--- src/design/fws_pkg.sv ---
package fws_pkg;
  // status bit positions on the data bus
  localparam int POLL_POS = 7;
  localparam int TOG1_POS = 6;
  localparam int FAIL_POS = 5;
  localparam int ESTART_POS = 3;
  localparam int TOG2_POS = 2;
  // command values
  localparam logic [7:0] CMD_RESET = 8'hF0;
  localparam logic [7:0] CMD_UNLOCK1 = 8'hAA;
  localparam logic [7:0] CMD_UNLOCK2 = 8'h55;
  localparam logic [7:0] CMD_PROGRAM = 8'hA0;
  localparam logic [7:0] CMD_ERASE_SETUP = 8'h80;
  localparam logic [7:0] CMD_CHIP_ERASE = 8'h10;
  localparam logic [7:0] CMD_SECTOR_ERASE = 8'h30;
  localparam logic [19:0] ADDR_UNLOCK1 = 20'h00555;
  localparam logic [19:0] ADDR_UNLOCK2 = 20'h002AA;
  // bus cycle timing in clocks (strobe low / gap)
  localparam int STROBE_NS = 80;
  localparam int CLK_NS = 10;
  localparam int STROBE_CYC = (STROBE_NS + CLK_NS - 1) / CLK_NS;
  localparam logic [3:0] STROBE_CNT = 4'(STROBE_CYC);
  localparam logic [3:0] STROBE_RST = 4'h0;
  // operation kinds
  typedef enum logic [1:0] {FWS_OP_PROG, FWS_OP_CHIP, FWS_OP_SECT, FWS_OP_RESET} fws_op_t;
  // user request
  typedef struct packed {
    fws_op_t op;
    logic [19:0] addr;
    logic [7:0] data;
  } fws_req_t;
  // result
  typedef struct packed {
    logic ok;
    logic fail;
    logic [7:0] last;
  } fws_res_t;
endpackage

--- src/design/fws_host.sv ---
// Function
// (RL1) poll bit inverts during program
// (RL2) poll valid after last write pulse
// (RL3) poll bit zero while erasing
// (RL4) poll at target sector address
// (RL5) trust full byte only next read
// (RL6) busy pin low during operations
// (RL7) busy valid after final write
// (RL8) toggle one flips per read
// (RL9) toggle valid after last pulse
// (RL10) protected program toggles two microseconds
// (RL11) protected erase toggles hundred microseconds
// (RL12) fail bit means limit exceeded
// (RL13) wrong program fails, needs reset
// (RL14) recheck toggle after fail bit
// (RL15) erase started bit after 30h
// (RL16) toggle two within erase sectors
// (RL17) combine toggle bits for mode
// (RL18) two reads compare toggle bit
// (RL19) fail high: recheck, reset on toggle
// (RL20) resumed polling restarts from start
// (RL21) reset command returns to reading
// (RL22) suspended sector reads give status
// (RL23) toggles advance per read strobe
`timescale 1ns/1ps
module fws_host
  import fws_pkg::*;
(
  input wire logic clk_sys,
  input wire logic rst,
  input wire logic clk_en,
  input wire logic req_valid,
  input wire fws_pkg::fws_req_t req,
  output logic req_ready,
  output logic res_valid,
  output fws_pkg::fws_res_t res,
  output logic [19:0] addr,
  output logic [7:0] dq_o,
  output logic dq_oe,
  input wire logic [7:0] dq_i,
  output logic ce_n,
  output logic oe_n,
  output logic we_n,
  input wire logic ready_busy_pin,
  output logic busy_seen
);
  import fws_pkg::*;

  typedef enum {S_IDLE, S_WRITE, S_READ_A, S_READ_B, S_READ_C, S_EVAL, S_DONE} fws_st_t;

  fws_st_t st_q, st_d;
  fws_req_t req_q, req_d; // latched order
  logic [2:0] wcnt_q, wcnt_d; // write cycle index
  logic [2:0] wlen_q, wlen_d; // cycles in sequence
  logic [3:0] tcnt_q, tcnt_d; // strobe timer
  logic ph_q, ph_d; // strobe phase low/high
  logic [7:0] rd1_q, rd1_d; // first status read
  logic [7:0] rd2_q, rd2_d; // second status read
  logic failseen_q, failseen_d; // fail bit seen, recheck pending
  logic [19:0] addr_q, addr_d;
  logic [7:0] dqo_q, dqo_d;
  logic oe_q, oe_d, ce_q, ce_d, rdn_q, rdn_d, wen_q, wen_d;
  logic rv_q, rv_d;
  fws_res_t res_q, res_d;
  logic bsy_q, bsy_d;

  // write sequence word for a given cycle
  function automatic logic [27:0] seq_word(fws_req_t r, logic [2:0] i);
    logic [27:0] w;
    w = {ADDR_UNLOCK1, CMD_UNLOCK1};
    case (i)
      3'h0: w = {ADDR_UNLOCK1, CMD_UNLOCK1};
      3'h1: w = {ADDR_UNLOCK2, CMD_UNLOCK2};
      3'h2: w = (r.op == FWS_OP_PROG) ? {ADDR_UNLOCK1, CMD_PROGRAM}
                                      : {ADDR_UNLOCK1, CMD_ERASE_SETUP};
      3'h3: w = (r.op == FWS_OP_PROG) ? {r.addr, r.data} : {ADDR_UNLOCK1, CMD_UNLOCK1};
      3'h4: w = {ADDR_UNLOCK2, CMD_UNLOCK2};
      3'h5: w = (r.op == FWS_OP_CHIP) ? {ADDR_UNLOCK1, CMD_CHIP_ERASE}
                                      : {r.addr, CMD_SECTOR_ERASE};
      default: w = {ADDR_UNLOCK1, CMD_UNLOCK1};
    endcase
    return w;
  endfunction

  // next state of the polling sequencer
  always_comb begin
    logic [27:0] w;
    logic tog1, tog2;
    w = seq_word(req_q, wcnt_q);
    tog1 = 1'b0;
    tog2 = 1'b0;
    st_d = st_q;
    req_d = req_q;
    wcnt_d = wcnt_q;
    wlen_d = wlen_q;
    tcnt_d = tcnt_q;
    ph_d = ph_q;
    rd1_d = rd1_q;
    rd2_d = rd2_q;
    failseen_d = failseen_q;
    addr_d = addr_q;
    dqo_d = dqo_q;
    oe_d = oe_q;
    ce_d = ce_q;
    rdn_d = rdn_q;
    wen_d = wen_q;
    rv_d = 1'b0;
    res_d = res_q;
    bsy_d = bsy_q;
    case (st_q)
      S_IDLE: begin
        if (req_valid) begin
          req_d = req;
          wcnt_d = 3'h0;
          // (RL21) reset command single cycle
          wlen_d = (req.op == FWS_OP_PROG) ? 3'h4 : (req.op == FWS_OP_RESET) ? 3'h1 : 3'h6;
          tcnt_d = STROBE_RST;
          ph_d = 1'b0;
          failseen_d = 1'b0;
          bsy_d = 1'b0;
          // result starts as success; only a failed poll clears it
          res_d = '{ok: 1'b1, fail: 1'b0, last: 8'h00};
          st_d = S_WRITE;
        end
      end
      S_WRITE: begin
        // (RL13) reset word goes out as cycle zero
        addr_d = (req_q.op == FWS_OP_RESET) ? ADDR_UNLOCK1 : w[27:8];
        dqo_d = (req_q.op == FWS_OP_RESET) ? CMD_RESET : w[7:0];
        oe_d = 1'b1;
        ce_d = 1'b0;
        // read strobe ends on the same edge that starts driving the bus
        rdn_d = 1'b1;
        wen_d = ph_q;
        tcnt_d = tcnt_q + 4'h1;
        if (tcnt_q == STROBE_CNT) begin
          tcnt_d = STROBE_RST;
          ph_d = ~ph_q;
          if (ph_q) begin
            wcnt_d = wcnt_q + 3'h1;
            // (RL2) polling starts only after final rising edge
            if (wcnt_q + 3'h1 == wlen_q) begin
              oe_d = 1'b0;
              ce_d = 1'b1;
              wen_d = 1'b1;
              st_d = (req_q.op == FWS_OP_RESET) ? S_DONE : S_READ_A;
            end
          end
        end
      end
      S_READ_A, S_READ_B, S_READ_C: begin
        // (RL4) read at the targeted sector address
        addr_d = req_q.addr;
        oe_d = 1'b0;
        ce_d = ph_q;
        rdn_d = ph_q;
        // (RL7) busy pin sampled only after the command sequence
        if (!ready_busy_pin) bsy_d = 1'b1;
        tcnt_d = tcnt_q + 4'h1;
        if (tcnt_q == STROBE_CNT) begin
          tcnt_d = STROBE_RST;
          ph_d = ~ph_q;
          if (!ph_q) begin
            // (RL23) one sample per completed strobe
            if (st_q == S_READ_A) begin
              rd1_d = dq_i;
              st_d = S_READ_B;
            end else if (st_q == S_READ_B) begin
              rd2_d = dq_i;
              st_d = S_EVAL;
            end else begin
              // (RL5) full byte taken from a later read
              res_d.last = dq_i;
              st_d = S_DONE;
            end
          end
        end
      end
      S_EVAL: begin
        // (RL8) toggle bit one compared across reads
        tog1 = rd1_q[TOG1_POS] ^ rd2_q[TOG1_POS];
        // (RL16) toggle bit two marks erase sectors
        tog2 = rd1_q[TOG2_POS] ^ rd2_q[TOG2_POS];
        // (RL18) unchanged toggle means done
        if (!tog1) begin
          // (RL14) stopped after fail bit still counts as success
          res_d.ok = 1'b1;
          res_d.fail = 1'b0;
          st_d = S_READ_C;
        end else if (failseen_q) begin
          // (RL19) still toggling after fail bit: failure, reset
          res_d.ok = 1'b0;
          res_d.fail = 1'b1;
          req_d.op = FWS_OP_RESET;
          wcnt_d = 3'h0;
          wlen_d = 3'h1;
          // restart the strobe timer in the low phase, else no pulse goes out
          tcnt_d = STROBE_RST;
          ph_d = 1'b0;
          st_d = S_WRITE;
        end else begin
          // (RL14) fail bit seen: check toggle once more
          if (rd2_q[FAIL_POS]) failseen_d = 1'b1;
          // (RL20) each resumed look restarts with two reads
          st_d = S_READ_A;
        end
        // (RL17) toggle two alone cannot show the mode
        if (tog2 && !tog1) res_d.ok = res_d.ok;
      end
      S_DONE: begin
        rv_d = 1'b1;
        oe_d = 1'b0;
        ce_d = 1'b1;
        rdn_d = 1'b1;
        st_d = S_IDLE;
      end
      default: st_d = S_IDLE;
    endcase
  end

  // register all state, frozen while clk_en is low
  always_ff @(posedge clk_sys or posedge rst) begin
    if (rst) begin
      st_q <= S_IDLE;
      req_q <= '0;
      wcnt_q <= 3'h0;
      wlen_q <= 3'h0;
      tcnt_q <= STROBE_RST;
      ph_q <= 1'b0;
      rd1_q <= 8'h00;
      rd2_q <= 8'h00;
      failseen_q <= 1'b0;
      addr_q <= 20'h00000;
      dqo_q <= 8'h00;
      oe_q <= 1'b0;
      ce_q <= 1'b1;
      rdn_q <= 1'b1;
      wen_q <= 1'b1;
      rv_q <= 1'b0;
      res_q <= '0;
      bsy_q <= 1'b0;
    end else if (clk_en) begin
      st_q <= st_d;
      req_q <= req_d;
      wcnt_q <= wcnt_d;
      wlen_q <= wlen_d;
      tcnt_q <= tcnt_d;
      ph_q <= ph_d;
      rd1_q <= rd1_d;
      rd2_q <= rd2_d;
      failseen_q <= failseen_d;
      addr_q <= addr_d;
      dqo_q <= dqo_d;
      oe_q <= oe_d;
      ce_q <= ce_d;
      rdn_q <= rdn_d;
      wen_q <= wen_d;
      rv_q <= rv_d;
      res_q <= res_d;
      bsy_q <= bsy_d;
    end
  end

  // ready is a registered idle flag
  logic rdy_q;
  always_ff @(posedge clk_sys or posedge rst) begin
    if (rst) rdy_q <= 1'b1;
    else if (clk_en) rdy_q <= (st_d == S_IDLE);
  end

  assign req_ready = rdy_q;
  assign res_valid = rv_q;
  assign res = res_q;
  assign addr = addr_q;
  assign dq_o = dqo_q;
  assign dq_oe = oe_q;
  assign ce_n = ce_q;
  assign oe_n = rdn_q;
  assign we_n = wen_q;
  assign busy_seen = bsy_q;

  // no write and read strobe together
  strobe_excl_a: assert property (@(posedge clk_sys) disable iff (rst)
    !(!wen_q && !rdn_q)) else $error("write and read strobes overlap"); // (RL2)
  // bus driven whenever the write strobe is low
  drive_write_a: assert property (@(posedge clk_sys) disable iff (rst)
    !wen_q |-> oe_q) else $error("write without data drive"); // (RL13)
  // no drive while reading
  read_float_a: assert property (@(posedge clk_sys) disable iff (rst)
    !rdn_q |-> !oe_q) else $error("data driven during read"); // (RL4)
  // a result pulse lasts one cycle
  res_pulse_a: assert property (@(posedge clk_sys) disable iff (rst)
    rv_q && clk_en |=> !rv_q) else $error("result longer than a cycle"); // (RL18)
  // read addresses the target
  read_addr_a: assert property (@(posedge clk_sys) disable iff (rst)
    !rdn_q |-> addr_q == req_q.addr) else $error("poll away from target"); // (RL4)
  // failure only after fail bit seen
  fail_cause_a: assert property (@(posedge clk_sys) disable iff (rst)
    $rose(res_q.fail) |-> $past(failseen_q)) else $error("fail without fail bit"); // (RL19)
  // two reads precede each evaluation
  eval_after_a: assert property (@(posedge clk_sys) disable iff (rst)
    st_q == S_EVAL && $changed(st_q) |-> $past(st_q) == S_READ_B)
    else $error("eval without two reads"); // (RL18)
  // strobe low lasts the full count
  strobe_len_a: assert property (@(posedge clk_sys) disable iff (rst || !clk_en)
    $fell(wen_q) |-> !wen_q [*8]) else $error("write strobe too short"); // (RL7)

  cov_write_c: cover property (@(posedge clk_sys) st_q == S_WRITE);
  cov_eval_c: cover property (@(posedge clk_sys) st_q == S_EVAL && failseen_q);
  cov_done_c: cover property (@(posedge clk_sys) rv_q && res_q.ok);
  cov_fail_c: cover property (@(posedge clk_sys) rv_q && res_q.fail);
endmodule

--- config.mk ---
export PLATFORM = sky130hd
export DESIGN_NAME = fws_host
export DESIGN_NICKNAME = d
export VERILOG_FILES = /design/src/design/fws_pkg.sv /design/src/design/fws_host.sv
export SDC_FILE = /design/constraint.sdc
export NUM_CORES = 1
export LEC_CHECK = 0
export BUFFER_PORTS_ARGS = -buffer_cell sky130_fd_sc_hd__buf_2
export CORE_MARGIN = 2
export CORE_UTILIZATION = 35
export CTS_CLUSTER_DIAMETER = 100
export DETAILED_ROUTE_END_ITERATION = 16
export MAX_ROUTING_LAYER = met4
export SETUP_SLACK_MARGIN = 0.1
export SYNTH_ARGS = -nofsm -noshare
export SYNTH_HDL_FRONTEND = slang
export SYNTH_SLANG_ARGS = --single-unit
--- constraint.sdc ---
create_clock -name clk_sys -period 5.97 [get_ports clk_sys]
set_clock_uncertainty 0.15 [all_clocks]
set_input_delay 0.2985 -clock clk_sys [delete_from_list [all_inputs] [get_ports clk_sys]]
set_output_delay 0.2985 -clock clk_sys [all_outputs]
set_load 0.005 [all_outputs]
* Yosys cells after proc, flatten, opt, wreduce, memory -nomap -nowiden *
Index checks and enable logic that the tools add are counted.
W data, S select, Z words.

word-level totals
  logic and storage cells = 163
  output and inout bits = 45
  input bits = 43
  flip-flop bits (word level) = 133

operators by class
  bitwise logic cells = 3
  reduce and logical (&&, ||, !) cells = 33
  add/sub/neg operators = 2
  equal/unequal tests = 30
  multiplexer cells = 72

operators with widths
  operator               number
  $mux W32               7
  $eq A32 B3 Y1 const B  5
  $pmux W32 S4           1
  $pmux W28 S4           1
  $eq A32 B2 Y1 const B  2
  $logic_not A32 Y1      2
  $mux W28               2
  $mux W8                5
  $pmux W20 S2           1
  $mux W3                12
  $eq A32 B1 Y1 const B  1
  $mux W30               1
  $mux W20               1
  $ne A2 B2 Y1 const B   10
  $mux W1                17
  $mux W4                4
  $pmux W8 S2            1
  $reduce_and A5 Y1      3
  $reduce_and A7 Y1      2
  $mux W2                6
  $pmux W4 S3            1
  $reduce_and A4 Y1      3
  $reduce_and A6 Y1      2
  $mux W10               1
  other kinds (27)       49

* Depth between registers and ports, before layout *
Gate-level depths: netlist (run 1).

  word-level depth = 7
  mapped depth = 8
  gate-level depth less buffers = 7

* Least setup slack after synthesis (run 1) *
OpenSTA, ideal clock, no wires.

  path kind = register to register
  start = register wcnt_q[2]
  end = register rdy_q (netlist: req_ready)
  arrival = 2,041 ps
  library setup time = 73 ps
  setup slack = 3,706 ps
  stages on the path, launching flop included = 9
  path through = dfrtp_1 > clkbuf_1 > inv_1 > ha_1 > xnor2_1 > nor4_1 > o221a_2 > nand3_1 > a21oi_1

on the way
  cells in the longest elaborated chain, start to end = 7

ends and longest elaborated chain
  element                 line             source
  from (decl)             fws_host.sv:53   logic [2:0] wcnt_q, wcnt_d;
  from (signal assigned)  fws_host.sv:245  wcnt_q <= wcnt_d;
  $add A3 B1 Y3           fws_host.sv:142  if (wcnt_q + 3'h1 == wlen_q) begin
  $eq A3 B3 Y1            fws_host.sv:142
  $mux W32                fws_host.sv:142
  $mux W32                fws_host.sv:139  if (ph_q) begin
  $mux W32                fws_host.sv:136  if (tcnt_q == STROBE_CNT) begin
  $pmux W32 S4            fws_host.sv:110  case (st_q)
  $logic_not A32 Y1       fws_host.sv:268  else if (clk_en) rdy_q <= (st_d == S_IDLE);
  to (signal assigned)    fws_host.sv:268
  to (decl)               fws_host.sv:265  logic rdy_q;

No other way between the ends.
A chain may end at the register's enable or synchronous reset.

* Worst setup path after layout (run 1) *
  start = register st_q[13]
  end = register addr_q[1] (netlist: addr[1])

on the way
  cells in the longest elaborated chain, start to end = 4
  elaborated cells between the ends (all ways) = 8
  those cells by class = eq/ne (4); mux (1); reduce/logical (3)

ends and longest elaborated chain
  element                                         line             source
  from (decl)                                     fws_host.sv:51   fws_st_t st_q, st_d;
  from (signal assigned)                          fws_host.sv:243  st_q <= st_d;
  $eq A32 B2 Y1 or $eq A32 B3 Y1 (tied branches)  fws_host.sv:110
  $reduce_or A3 Y1                                fws_host.sv:110
  $reduce_bool A2 Y1 (no line)                    n/a
  $reduce_and A2 Y1 (no line)                     n/a
  to (signal assigned)                            fws_host.sv:252  addr_q <= addr_d;
  to (decl)                                       fws_host.sv:60   logic [19:0] addr_q, addr_d;

Several ways; a longest one is shown, not always the timed one.

==> metrics.md, run 1 <==
| Metric | Value |
|---|---|
| Number of warnings reported in the yosys synthesis log | `0` |
| Clock Tree Buf Depth | `2` |
| Power share of the sequential group | `between 30% and 40%` |
| Endpoint type of the worst setup path | `register` |
| Minimum clock period | `~3.2 ns` |
| Count of TritonRoute iterations in the first routing pass | `4` |
| Via count of the first global-routing pass | `between 4000 and 5000` |
| Number of cells produced by synthesis | `around 570` |
| Maximum clock rate | `0.308 GHz` |
| Complex-gate fraction of the synthesized area | `around an eighth` |
| Gate power share | `between 30 and 40%` |
| Clock-pin slew of the registers on the worst-case setup and hold paths | `about 0.060 ns` |
| Hold Path Stages | `3` |
| Endpoints failing hold | `0` |
| Total area of multi-input combinational cells | `approximately 2400 um^2` |
| DRC | `0` |
| Share of post-route cells with drive strength above 1 | `between 20% and 30%` |
| Destination of the worst register-to-register timing path | `addr[1]` |
| Part of the cycle the worst path needs | `between 50% and 60%` |
| Area of the placeable core | `15800 um^2` |
| Cell variety after synth | `slightly below 60` |
| Power density of the placed cells | `approximately 480 nW/um^2` |
| Worst reg-to-reg path cell count | `5` |
| Clock network fraction of design power | `between 20% and 30%` |
| Number of nets in the finished design | `~740` |
| Summed negative setup slack over all endpoints | `0 ns` |
| Count of standard-cell rows | `between 40 and 50` |
| Total Die Area | `roughly 17000 um^2` |
| Setup slack, reg-to-reg | `around 2.7 ns` |
| Average instance area after synthesis | `between 9 and 10 um^2` |
| Count of boundary I/O pins | `88` |
| Data required, critical path | `about 6.1 ns` |
| Data arrival, critical path | `about 3.4 ns` |
| Gate family responsible for the most delay along the worst path | `simple AND/OR/NAND/NOR gates` |
| CP Class | `register to register` |
| Leakage power | `3.52 nW` |
| Total setup violations reported at the end of the flow | `0` |
| Slew of the pin with the lowest slew margin | `roughly 1.1 ns` |
| TritonCTS clock tree | `done` |
| Chip Width | `between 100 and 150 um` |
| Max-cap violations | `0` |
| CP max stage delay | `0.87 ns` |
| Root buffer cell | `sky130_fd_sc_hd__clkbuf_16` |
| Number of fill cells in the layout | `1493` |
| Post-DP HPWL | `about 10 mm` |
| H-Tree Level Count | `4` |
| Total Routed Length | `14.5 mm` |
| GRT Overall Usage | `18.3%` |
| Worst min-delay path category | `input port to register` |
| Post-cts sizing count | `0` |
| Clock net sink count | `122` |
| Status | `finished, final reports clean` |
| Setup bufs post-CTS | `0` |
| Timing startpoint of the critical path | `st_q[13]` |
| Antenna violations before repair | `0` |
| P_sw | `around 1.2 mW` |
| Maximum number of pins on one net before global-route repair | `64` |
| Cell area after technology mapping | `5640 um^2` |
| Top_reg_cell synth | `sky130_fd_sc_hd__dfrtp_1` |
| Routed vias/inst | `a little over 5` |
| Clock latency on the worst-skew pair | `roughly 0.4 ns` |
| Maximum fanout along the worst path | `29` |
| Wire length of the first global-routing pass | `approximately 23 mm` |
| Area Growth Syn to Fin | `28.7%` |
| Count of input and output buffers | `87` |
| Nets in the synthesized netlist | `620` |
| Residual antenna-violating net count after detailed routing | `0` |
| Portion of netlist area occupied by mux cells | `about 1.9%` |
| Gpl congestion | `roughly 0.89` |
| Routed wire per std cell | `about 16 um` |
| Slowest cell on crit path | `sky130_fd_sc_hd__nand4_1` |
| Num CTS Buffers | `17` |
| Beginning of the worst register-to-register path | `st_q[13]` |
| Initial standard-cell utilization of the core | `35.6%` |
| Die outline height | `about 130 um` |
| Number of enable-type register cells in the synthesized netlist | `0` |
| Type of element launching the critical path | `register` |
| Worst-case hold slack | `between 0.03 and 0.04 ns` |
| Cells along the critical path | `nor4_4, and4_1, nand4_1, a31oi_1, a2bb2oi_1` |
| Share of total power consumed by net switching | `35.5%` |
| Number of max-slew violations in the final report | `0` |
| Main combinational cell family by area after synthesis | `simple AND/OR/NAND/NOR gates` |
| Ant diodes | `0` |
| Post-synthesis xor/xnor area fraction | `less than 1%` |
| Hold Crit Start | `ready_busy_pin` |
| Post-synthesis sequential element count | `~120` |
| Sequential fraction of the synthesis area | `54.3%` |
| Routed via count | `between 4000 and 5000` |
| FF+latch area | `approximately 3100 um^2` |
| Peak supply drop | `around 270 uV` |
| Crit path buf inv count | `0` |
| Terminating pin of the worst hold path | `busy_seen` |
| Overall overflow remaining after global route | `0` |
| Area fraction in and, or, nand and nor cells after synthesis | `about a quarter` |
| Initial DRC Count | `around 430` |
| Async set or reset register ratio after synthesis | `between 90% and 100%` |
| Adder and majority gate portion of the synthesized area | `2.00%` |
| Remaining max-slew budget at the tightest pin | `~25%` |
| Unrepaired setup endpoints after global routing | `no` |
| Cell-internal power | `between 2 and 2.5 mW` |
==> kinds of logic after synthesis <==
logic type | count (synthesis)
DFF | 122
muxes | 10
and+or+nand+nor | 266
AOI/OAI and AO/OA | 112
adders and majority gates | 9
buffers and inverters | 44
xor gates and xnor gates | 5
==> metrics by stage <==
stage | power, mW | instances | area, um^2 | worst slack, ns | util [%]
global placement | 2.40 | 849 | 6270 | 2.85 | 39.6
detailed placement | 2.44 | 849 | 6270 | 2.68 | 39.6
floorplan | 2.04 | 568 | 5640 | 2.29 | -
global route | 3.73 | 918 | 7250 | 2.33 | 45.8
finish | 3.50 | 918 | 7250 | 2.73 | 45.8
CTS | 3.52 | 918 | 7250 | 2.69 | 45.8
==> routing by layer <==
layer | up-vias | track usage [%] | wire, um
li1 | 2232 | - | -
met1 | 2283 | 23.4 | 6470
met2 | 143 | 29.0 | 7070
met3 | 15 | 4.15 | 739
met4 | 0 | 5.88 | 185
met5 | - | - | 0
==> how the worst max path moves through the flow <==
stage / endpoint / cells after the start
6_report: addr[1] / 5
4_1_cts: addr[7] / 5
5_1_grt: addr[5] / 5
3_3_place_gp: addr[5] / 5
2_1_floorplan: addr[0] / 1
3_5_place_dp: addr[5] / 5
==> timing repair <==
item                                    in CTS  in global routing
endpoints found under the setup margin       0                  0
hold buffers                                37                  0
hold endpoints to repair                    98                  0
==> worst reg2reg max path: stages, from the launching register on <==
cell and delay (ns):
sky130_fd_sc_hd__dfrtp_1 0.40, sky130_fd_sc_hd__nor4_4 0.44, sky130_fd_sc_hd__and4_1 0.29, sky130_fd_sc_hd__nand4_1 0.87, sky130_fd_sc_hd__a31oi_1 0.80, sky130_fd_sc_hd__a2bb2oi_1 0.14
==> registers in the layout, indices dropped and copies added, names as in the netlist, 2 cells and up <==
register and flops:
wcnt_q 3, rd2_q 2, tcnt_q 4, res 10, addr 20, dq_o 8
st_q 32, wlen_q 3, req_q 30
==> cell usage in the layout (no fill, tap or decap), types with 3 or more instances in the layout <==
cell type / n
sky130_fd_sc_hd__a211oi_1: 5
sky130_fd_sc_hd__a21o_1: 6
sky130_fd_sc_hd__a21oi_1: 25
sky130_fd_sc_hd__a22o_1: 10
sky130_fd_sc_hd__a2bb2oi_1: 6
sky130_fd_sc_hd__a31oi_1: 4
sky130_fd_sc_hd__and2_1: 3
sky130_fd_sc_hd__and3_1: 5
sky130_fd_sc_hd__buf_2: 87
sky130_fd_sc_hd__buf_4: 4
sky130_fd_sc_hd__bufinv_16: 3
sky130_fd_sc_hd__clkbuf_16: 17
sky130_fd_sc_hd__clkinv_2: 3
sky130_fd_sc_hd__clkinv_4: 5
sky130_fd_sc_hd__dfrtp_1: 118
sky130_fd_sc_hd__dfstp_2: 4
sky130_fd_sc_hd__dlygate4sd3_1: 37
sky130_fd_sc_hd__ha_1: 9
sky130_fd_sc_hd__inv_1: 17
sky130_fd_sc_hd__mux2_2: 7
sky130_fd_sc_hd__mux2i_1: 3
sky130_fd_sc_hd__nand2_1: 134
sky130_fd_sc_hd__nand2b_1: 4
sky130_fd_sc_hd__nand3_1: 9
sky130_fd_sc_hd__nand3b_1: 3
sky130_fd_sc_hd__nand4_1: 9
sky130_fd_sc_hd__nor2_1: 18
sky130_fd_sc_hd__nor2b_1: 31
sky130_fd_sc_hd__nor3_1: 11
sky130_fd_sc_hd__nor4_1: 8
sky130_fd_sc_hd__nor4_4: 6
sky130_fd_sc_hd__o21ai_0: 30
sky130_fd_sc_hd__o21ai_1: 7
sky130_fd_sc_hd__o22ai_1: 3
sky130_fd_sc_hd__o31ai_1: 3
sky130_fd_sc_hd__or3_1: 6
sky130_fd_sc_hd__or4_1: 3
sky130_fd_sc_hd__xnor2_1: 3
==> area by class of cell <==
class	count	share of cell area, %
flip-flops and latches	122	42.2
multi-input cells	402	33.2
repair buffers	128	11.5
clock buffers	18	6.05
well taps	216	3.73
clock inverters	14	2.38
inverters	18	0.966
==> cell usage after synthesis, types with 2 or more instances <==
cell                        instances  area (um^2)
sky130_fd_sc_hd__o32ai_1            2         17.5
sky130_fd_sc_hd__and3_1             5         31.3
sky130_fd_sc_hd__or3_1              6         37.5
sky130_fd_sc_hd__clkbuf_1          21         78.8
sky130_fd_sc_hd__mux2_2             7         78.8
sky130_fd_sc_hd__xnor2_1            3         26.3
sky130_fd_sc_hd__and4_1             2         17.5
sky130_fd_sc_hd__a31oi_1            4         25.0
sky130_fd_sc_hd__o21ai_1            7         35.0
sky130_fd_sc_hd__o21ai_0           30          150
sky130_fd_sc_hd__mux2i_1            3         30.0
sky130_fd_sc_hd__nand3b_1           3         22.5
sky130_fd_sc_hd__nand4_1            9         56.3
sky130_fd_sc_hd__a21o_1             6         45.0
sky130_fd_sc_hd__o22ai_1            3         18.8
sky130_fd_sc_hd__a21oi_1           25          125
sky130_fd_sc_hd__nand3_1            9         45.0
sky130_fd_sc_hd__buf_2              3         15.0
sky130_fd_sc_hd__o31ai_1            3         22.5
sky130_fd_sc_hd__nor4_1             9         56.3
sky130_fd_sc_hd__and2_1             3         18.8
sky130_fd_sc_hd__a2bb2oi_1          6         52.6
sky130_fd_sc_hd__nand2b_1           4         25.0
sky130_fd_sc_hd__nand2_1          134          503
sky130_fd_sc_hd__nor2_1            18         67.6
sky130_fd_sc_hd__or3b_2             2         17.5
sky130_fd_sc_hd__nor2b_1           31          194
sky130_fd_sc_hd__o211a_1            2         20.0
sky130_fd_sc_hd__nand3_2            2         20.0
sky130_fd_sc_hd__a211oi_1           5         37.5
sky130_fd_sc_hd__dfrtp_1          118         2950
sky130_fd_sc_hd__dfstp_2            4          105
sky130_fd_sc_hd__nor3_1            11         55.1
sky130_fd_sc_hd__or4_1              3         22.5
sky130_fd_sc_hd__xor2_1             2         17.5
sky130_fd_sc_hd__inv_1             18         67.6
sky130_fd_sc_hd__nor4_4             6          128
sky130_fd_sc_hd__a22o_1            10         87.6
sky130_fd_sc_hd__ha_1               9          113
==> power groups by stage <==
stage	combinational [mW]	sequential [mW]	clock [mW]
5_1_grt	1.23	1.40	1.11
3_3_place_gp	1.05	1.36	0
4_1_cts	1.10	1.36	1.06
6_report	1.09	1.36	1.04
3_5_place_dp	1.07	1.36	0
2_1_floorplan	0.751	1.29	0
(Power assumes the default switching activity.)
==> run 2, diff against run 1 <==
==> constraint.sdc (replaced) <==
create_clock -name clk_sys -period 2.81 [get_ports clk_sys]
set_clock_uncertainty 0.15 [all_clocks]
set_input_delay 0.1405 -clock clk_sys [delete_from_list [all_inputs] [get_ports clk_sys]]
set_output_delay 0.1405 -clock clk_sys [all_outputs]
set_load 0.005 [all_outputs]
==> run 2 against run 1 <==
Design area is 1.8% higher. First-iteration DRC count is 4.9% lower. Cell count is 1.9% higher. Via count is 2.3% higher. Largest cell class unchanged. Highest routed layer unchanged.
==> metrics.md, run 2 (synthesized netlist as in run 1, its figures left out) <==
| Metric | Value |
|---|---|
| Status | `finished, final reports clean` |
| Share of total power consumed by net switching | `36.4% (+0.88 points)` |
| Met2 routed wirelength | `7.55 mm (+6.8%)` |
| Unrepaired setup endpoints after global routing | `no` |
| Slew of the pin with the lowest slew margin | `0.991 ns (-0.131 ns)` |
| Die outline height | `131 um (unchanged)` |
| Count of standard-cell rows | `46 (unchanged)` |
| Post-placement worst setup slack | `0.282 ns (-2.40 ns)` |
| Endpoints failing hold | `0 (unchanged)` |
| FF+latch area | `3060 um^2 (unchanged)` |
| Worst min-delay path category | `input port to register` |
| Total Routed Length | `15.3 mm (+5.5%)` |
| Routed wire per std cell | `16.3 um (+3.6%)` |
| Max FFs per register | `32 (unchanged)` |
| Gpl congestion | `0.908 (+2.0%)` |
| Antenna violations before repair | `0 (unchanged)` |
| Minimum clock period | `2.60 ns (-0.644 ns)` |
| Length of routed met3 wiring | `573 um (-22%)` |
| Number of nets in the finished design | `759 (+2.4%)` |
| Leakage power | `3.58 nW (+1.9%)` |
| Max-cap violations | `0 (unchanged)` |
| Remaining max-slew budget at the tightest pin | `33.8% (+8.8 points)` |
| Ant diodes | `0 (unchanged)` |
| Clock-pin slew of the registers on the worst-case setup and hold paths | `0.06 ns (about the same)` |
| Clock latency on the worst-skew pair | `0.42 ns (about the same)` |
| Timing startpoint of the critical path | `st_q[2]` |
| Number of fill cells in the layout | `1488 (-0.33%)` |
| Endpoint type of the worst setup path | `register` |
| Slowest cell on crit path | `sky130_fd_sc_hd__or3_1` |
| Maximum clock rate | `0.385 GHz (+25%)` |
| Count of TritonRoute iterations in the first routing pass | `5 (+1)` |
| Routed vias/inst | `5.11 (+0.47%)` |
| Clock Tree Buf Depth | `2 (unchanged)` |
| Uppermost metal layer occupied by signal nets | `met4` |
| Post-Route M1 WL | `6.78 mm (+4.8%)` |
| Wire length of the first global-routing pass | `24.7 mm (+5.3%)` |
| Type of element launching the critical path | `register` |
| CP max stage delay | `0.64 ns (-0.23 ns)` |
| Residual antenna-violating net count after detailed routing | `0 (unchanged)` |
| Hold Crit Start | `clk_en` |
| Part of the cycle the worst path needs | `92.5% (+38 points)` |
| Beginning of the worst register-to-register path | `st_q[2]` |
| Biggest register | `st_q` |
| GRT Overall Usage | `19.6% (+1.3 points)` |
| Peak supply drop | `520 uV (+94%)` |
| Root buffer cell | `sky130_fd_sc_hd__clkbuf_16` |
| Initial DRC Count | `405 (-4.9%)` |
| Total Die Area | `17100 um^2 (unchanged)` |
| Minimum setup slack in the final design | `0.210 ns (-2.52 ns)` |
| Clock network fraction of design power | `27.3% (-2.6 points)` |
| H-Tree Level Count | `4 (unchanged)` |
| Routed via count | `4782 (+2.3%)` |
| P_sw | `2.67 mW (+120%)` |
| Overall power | `7.34 mW (+110%)` |
| Via count of the first global-routing pass | `4863 (+3.6%)` |
| Gate power share | `34.1% (+2.8 points)` |
| Maximum fanout along the worst path | `10 (-66%)` |
| Power density of the placed cells | `995 nW/um^2 (+110%)` |
| Clock net sink count | `122 (unchanged)` |
| Count of input and output buffers | `87 (unchanged)` |
| Total setup violations reported at the end of the flow | `0 (unchanged)` |
| Cell-internal power | `4.67 mW (+110%)` |
| Summed negative setup slack over all endpoints | `0 ns (unchanged)` |
| TritonCTS clock tree | `done` |
| CP Class | `register to register` |
| Most used cells in the layout excluding fill and tap cells | `sky130_fd_sc_hd__nand2_1, sky130_fd_sc_hd__dfrtp_1, sky130_fd_sc_hd__buf_2` |
| Power share of the sequential group | `38.6% (-0.3 points)` |
| Maximum number of pins on one net before global-route repair | `42 (-34%)` |
| Number of max-slew violations in the final report | `0 (unchanged)` |
| Commonest non-fill, non-tap cell in the layout | `sky130_fd_sc_hd__nand2_1` |
| DRC | `0 (unchanged)` |
| Area Growth Syn to Fin | `31.0%` |
| Overall overflow remaining after global route | `0 (unchanged)` |
| Area of the placeable core | `15800 um^2 (unchanged)` |
| Data arrival, critical path | `2.80 ns (-0.56 ns)` |
| Count of boundary I/O pins | `88 (unchanged)` |
| Initial standard-cell utilization of the core | `35.6% (unchanged)` |
| Chip Width | `131 um (unchanged)` |
| Post-DP HPWL | `10.5 mm (+4.8%)` |
| Cells along the critical path | `nor2b_1, a21oi_1, or3_1, nor3_4, a22o_1` |
| Share of post-route cells with drive strength above 1 | `23.2% (+1.6 points)` |
| Data required, critical path | `3.01 ns (-3.07 ns)` |
| Total area of multi-input combinational cells | `2430 um^2 (+0.83%)` |
| Num CTS Buffers | `17 (unchanged)` |
run 2: cell count changes in the layout (fill, tap and decap cells not counted), moves of 3 or more:
cell,change
sky130_fd_sc_hd__buf_4,+11
sky130_fd_sc_hd__clkinv_4,-3
sky130_fd_sc_hd__clkinvlp_4,+3
sky130_fd_sc_hd__dlygate4sd3_1,+5
run 2: cell type report:
cell class                      count  share of cell area (%)
Timing Repair Buffer              146                    13.7
Multi-Input combinational cell    402                    32.9
Sequential cell                   122                    41.4
Clock buffer                       19                    6.00
Inverter                           18                   0.966
Tap cell                          216                    3.66
Clock inverter                     12                    1.39
run 2: final timing paths:
path | to | cells past startpoint | slack, ns
max | res[4] | 5 | 0.21
min | st_q[25] | 3 | 0.10
max reg2reg | res[4] | 5 | 0.21
min reg2reg | req_q[2] | 2 | 0.32
max in group asynchronous | oe_n | 4 | 1.39
min in group asynchronous | res[0] | 3 | 0.34
run 2: routing by layer:
| metal | global-route usage [%] | vias to the layer above |
|---|---|---|
| li1 | - | 2265 |
| met1 | 24.3 | 2359 |
| met2 | 30.9 | 125 |
| met3 | 4.15 | 33 |
| met4 | 8.89 | 0 |
| met5 | - | - |
run 2: critical path: cells and delay by family (launching register included):
kind,cells,cell delay (ns)
compound gates,2,0.41
simple gates,3,1.48
flops,1,0.48
run 2: metrics by stage:
step | instance area (um^2) | utilization, % | hold WS, ns | std cells
after detailed placement | 6380 | 40.3 | 0.192 | 860
after CTS | 7350 | 46.4 | 0.0874 | 933
after global routing | 7380 | 46.6 | 0.135 | 935
after floorplan | 5640 | - | 0.103 | 568
final | 7380 | 46.6 | 0.104 | 935
after global placement | 6380 | 40.3 | 0.188 | 860
run 2: timing repair:
action | 4_1_cts | 5_1_grt
hold buffers | 42 | 0
gates resized for setup | 0 | 5
setup buffers | 0 | 2
endpoints found under the setup margin | 0 | 2
hold endpoints to repair | 80 | 0
run 2: power by group through the flow:
stage / Combinational (mW) / Clock, mW / Sequential (mW)
floorplan: 1.60 / 0 / 2.74
global placement: 2.39 / 0 / 2.84
detailed placement: 2.45 / 0 / 2.85
CTS: 2.50 / 2.05 / 2.83
global route: 2.81 / 2.13 / 2.92
finish: 2.50 / 2.01 / 2.83
==> run 3, diff against run 2 <==
--- a/config.mk
+++ b/config.mk
@@ -7,10 +7,11 @@
 export LEC_CHECK = 0
 export BUFFER_PORTS_ARGS = -buffer_cell sky130_fd_sc_hd__buf_2
 export CORE_MARGIN = 2
-export CORE_UTILIZATION = 35
+export CORE_UTILIZATION = 51
 export CTS_CLUSTER_DIAMETER = 100
 export DETAILED_ROUTE_END_ITERATION = 16
 export MAX_ROUTING_LAYER = met4
+export PLACE_DENSITY = 0.76
 export SETUP_SLACK_MARGIN = 0.1
 export SYNTH_ARGS = -nofsm -noshare
 export SYNTH_HDL_FRONTEND = slang
==> run 3 against run 2 <==
Largest power group unchanged. Fmax increased by 1.6%. Critical endpoint is now req_q[29]. Highest routed layer unchanged. Largest cell class unchanged. Clock power rose by 12%. Worst hold slack improved by 0.077 ns. Non-clock buffer count is 1 higher. Critical path depth up 1. Combinational power increased by 2%. Global-route usage up 7.8 points.
==> metrics.md, run 3 (synthesized netlist as in run 1, its figures left out) <==
| Metric | Value |
|---|---|
| Status | `finished, final reports clean` |
| Remaining max-slew budget at the tightest pin | `50.1% (+16 points)` |
| GRT Overall Usage | `27.4% (+7.8 points)` |
| Gate power share | `33.4% (-0.7 points)` |
| Destination of the worst register-to-register timing path | `req_q[29]` |
| Total Routed Length | `15.0 mm (-1.4%)` |
| Endpoints failing hold | `0 (unchanged)` |
| Max FFs per register | `32 (unchanged)` |
| Overall overflow remaining after global route | `0 (unchanged)` |
| Type of element launching the critical path | `register` |
| Endpoint type of the worst setup path | `register` |
| Data required, critical path | `3.06 ns (+0.05 ns)` |
| Most used cells in the layout excluding fill and tap cells | `sky130_fd_sc_hd__nand2_1, sky130_fd_sc_hd__dfrtp_1, sky130_fd_sc_hd__buf_2` |
| Post-placement worst setup slack | `0.323 ns (+0.0407 ns)` |
| Count of boundary I/O pins | `88 (unchanged)` |
| Wire length of the first global-routing pass | `24.0 mm (-2.9%)` |
| Chip Width | `109 um (-17%)` |
| Clock net sink count | `122 (unchanged)` |
| Cell-internal power | `4.92 mW (+5.2%)` |
| Num CTS Buffers | `17 (unchanged)` |
| Clock-pin slew of the registers on the worst-case setup and hold paths | `0.06 ns (about the same)` |
| Total area of multi-input combinational cells | `2420 um^2 (-0.41%)` |
| Residual antenna-violating net count after detailed routing | `0 (unchanged)` |
| Area of the placeable core | `10800 um^2 (-32%)` |
| Ant diodes | `0 (unchanged)` |
| Cell area after placement | `6280 um^2 (-1.6%)` |
| Leakage power | `3.61 nW (+0.78%)` |
| Count of input and output buffers | `87 (unchanged)` |
| Unrepaired setup endpoints after global routing | `no` |
| Number of max-slew violations in the final report | `0 (unchanged)` |
| Clock latency on the worst-skew pair | `0.53 ns (+0.11 ns)` |
| TritonCTS clock tree | `done` |
| Finished Layout Cells | `861 (-7.9%)` |
| Share of post-route cells with drive strength above 1 | `23.0% (-0.20 points)` |
| Slew of the pin with the lowest slew margin | `0.740 ns (-0.250 ns)` |
| Post-route cell area | `7340 um^2 (-0.53%)` |
| Clock Tree Buf Depth | `2 (unchanged)` |
| FF+latch area | `3060 um^2 (unchanged)` |
| Maximum fanout along the worst path | `5 (-5)` |
| Data arrival, critical path | `2.81 ns (about the same)` |
| Commonest non-fill, non-tap cell in the layout | `sky130_fd_sc_hd__nand2_1` |
| Initial standard-cell utilization of the core | `52.2% (+17 points)` |
| Routed wire per std cell | `17.5 um (+7.1%)` |
| Maximum clock rate | `0.391 GHz (+1.6%)` |
| Total setup violations reported at the end of the flow | `0 (unchanged)` |
| Power share of the sequential group | `37.2% (-1.4 points)` |
| Share of total power consumed by net switching | `35.9% (-0.53 points)` |
| Die outline height | `109 um (-17%)` |
| Part of the cycle the worst path needs | `91.1% (-1.5 points)` |
| Number of fill cells in the layout | `804 (-46%)` |
| Number of nets in the finished design | `760 (+0.13%)` |
| Minimum setup slack in the final design | `0.251 ns (+0.0409 ns)` |
| P_sw | `2.75 mW (+2.8%)` |
| Placed cell count | `785 (-8.7%)` |
| Area Growth Syn to Fin | `30.3%` |
| Root buffer cell | `sky130_fd_sc_hd__clkbuf_8` |
| Summed negative setup slack over all endpoints | `0 ns (unchanged)` |
| Maximum number of pins on one net before global-route repair | `123 (+190%)` |
| Via count of the first global-routing pass | `4810 (-1.1%)` |
| CP Class | `register to register` |
| Clock network fraction of design power | `29.4% (+2.1 points)` |
| Total Die Area | `11900 um^2 (-31%)` |
| Routed vias/inst | `5.66 (+11%)` |
| Worst reg-to-reg path cell count | `6 (+1)` |
| Beginning of the worst register-to-register path | `st_q[28]` |
| Count of standard-cell rows | `38 (-17%)` |
| Setup slack, reg-to-reg | `0.25 ns (+0.04 ns)` |
| Setup bufs post-CTS | `0 (unchanged)` |
| Antenna violations before repair | `0 (unchanged)` |
| Post-DP HPWL | `9.59 mm (-8.4%)` |
| Max-cap violations | `0 (unchanged)` |
| DRC | `0 (unchanged)` |
| Overall power | `7.66 mW (+4.4%)` |
| Worst min-delay path category | `input port to asynchronous set/reset pin` |
| Initial DRC Count | `362 (-11%)` |
| H-Tree Level Count | `4 (unchanged)` |
| Peak supply drop | `571 uV (+9.9%)` |
| Gpl congestion | `0.934 (+2.9%)` |
| Power density of the placed cells | `1040 nW/um^2 (+4.9%)` |
| Minimum clock period | `2.56 ns (-0.0409 ns)` |
| Routed via count | `4870 (+1.8%)` |
| Biggest register | `st_q` |
| Count of TritonRoute iterations in the first routing pass | `6 (+1)` |
run 3: power groups by stage:
stage | clock network, mW | registers, mW | logic (mW)
finish | 2.25 | 2.85 | 2.56
floorplan | 0 | 2.74 | 1.60
global placement | 0 | 2.82 | 2.37
CTS | 2.27 | 2.83 | 2.54
global route | 2.35 | 2.93 | 2.83
detailed placement | 0 | 2.84 | 2.44
run 3: routing by layer:
metal  vias to the layer above  global-route usage [%]  share of wire (%)
met1                      2385                    35.5                 43
met4                         0                    11.8                2.3
met2                       183                    42.9                 50
met5                         -                       -                  0
met3                        33                    4.42                4.8
li1                       2269                       -                  -
run 3: how the worst max path moves through the flow:
stage / cells after the start / endpoint / from / slack, ns
2_1_floorplan: 8 / req_ready / wcnt_q[2] / 0.55
3_5_place_dp: 5 / res[7] / st_q[0] / 0.32
4_1_cts: 7 / wlen_q[2] / st_q[0] / 0.21
6_report: 6 / req_q[29] / st_q[28] / 0.25
5_1_grt: 6 / req_q[29] / st_q[21] / 0.13
3_3_place_gp: 5 / res[6] / st_q[0] / 0.45
run 3: repair_timing:
action,in CTS,in global routing
hold buffers,44,0
endpoints found under the hold margin,169,0
setup endpoints to repair,0,2
gates resized for setup,0,3
run 3: final cells by class:
class / instances / area share (%)
Clock inverter: 15 / 2.69
Timing Repair Buffer: 147 / 13.7
Sequential cell: 122 / 41.6
Inverter: 18 / 0.971
Clock buffer: 17 / 5.64
Tap cell: 140 / 2.39
Multi-Input combinational cell: 402 / 32.9
run 3: through the flow:
step / utilization (%) / hold WS, ns
6_report: 68.0 / 0.181
5_1_grt: 68.0 / 0.214
4_1_cts: 67.9 / 0.178
3_5_place_dp: 58.2 / 0.191
3_3_place_gp: 58.2 / 0.186
2_1_floorplan: - / 0.103
run 3: critical path, cell delays in order, from the launching register on:
cell	delay [ns]
sky130_fd_sc_hd__dfrtp_1	0.41
sky130_fd_sc_hd__nor4_1	0.32
sky130_fd_sc_hd__and4_1	0.41
sky130_fd_sc_hd__nand4_1	0.29
sky130_fd_sc_hd__a21oi_1	0.22
sky130_fd_sc_hd__dlygate4sd3_1	0.59
sky130_fd_sc_hd__a21oi_1	0.04
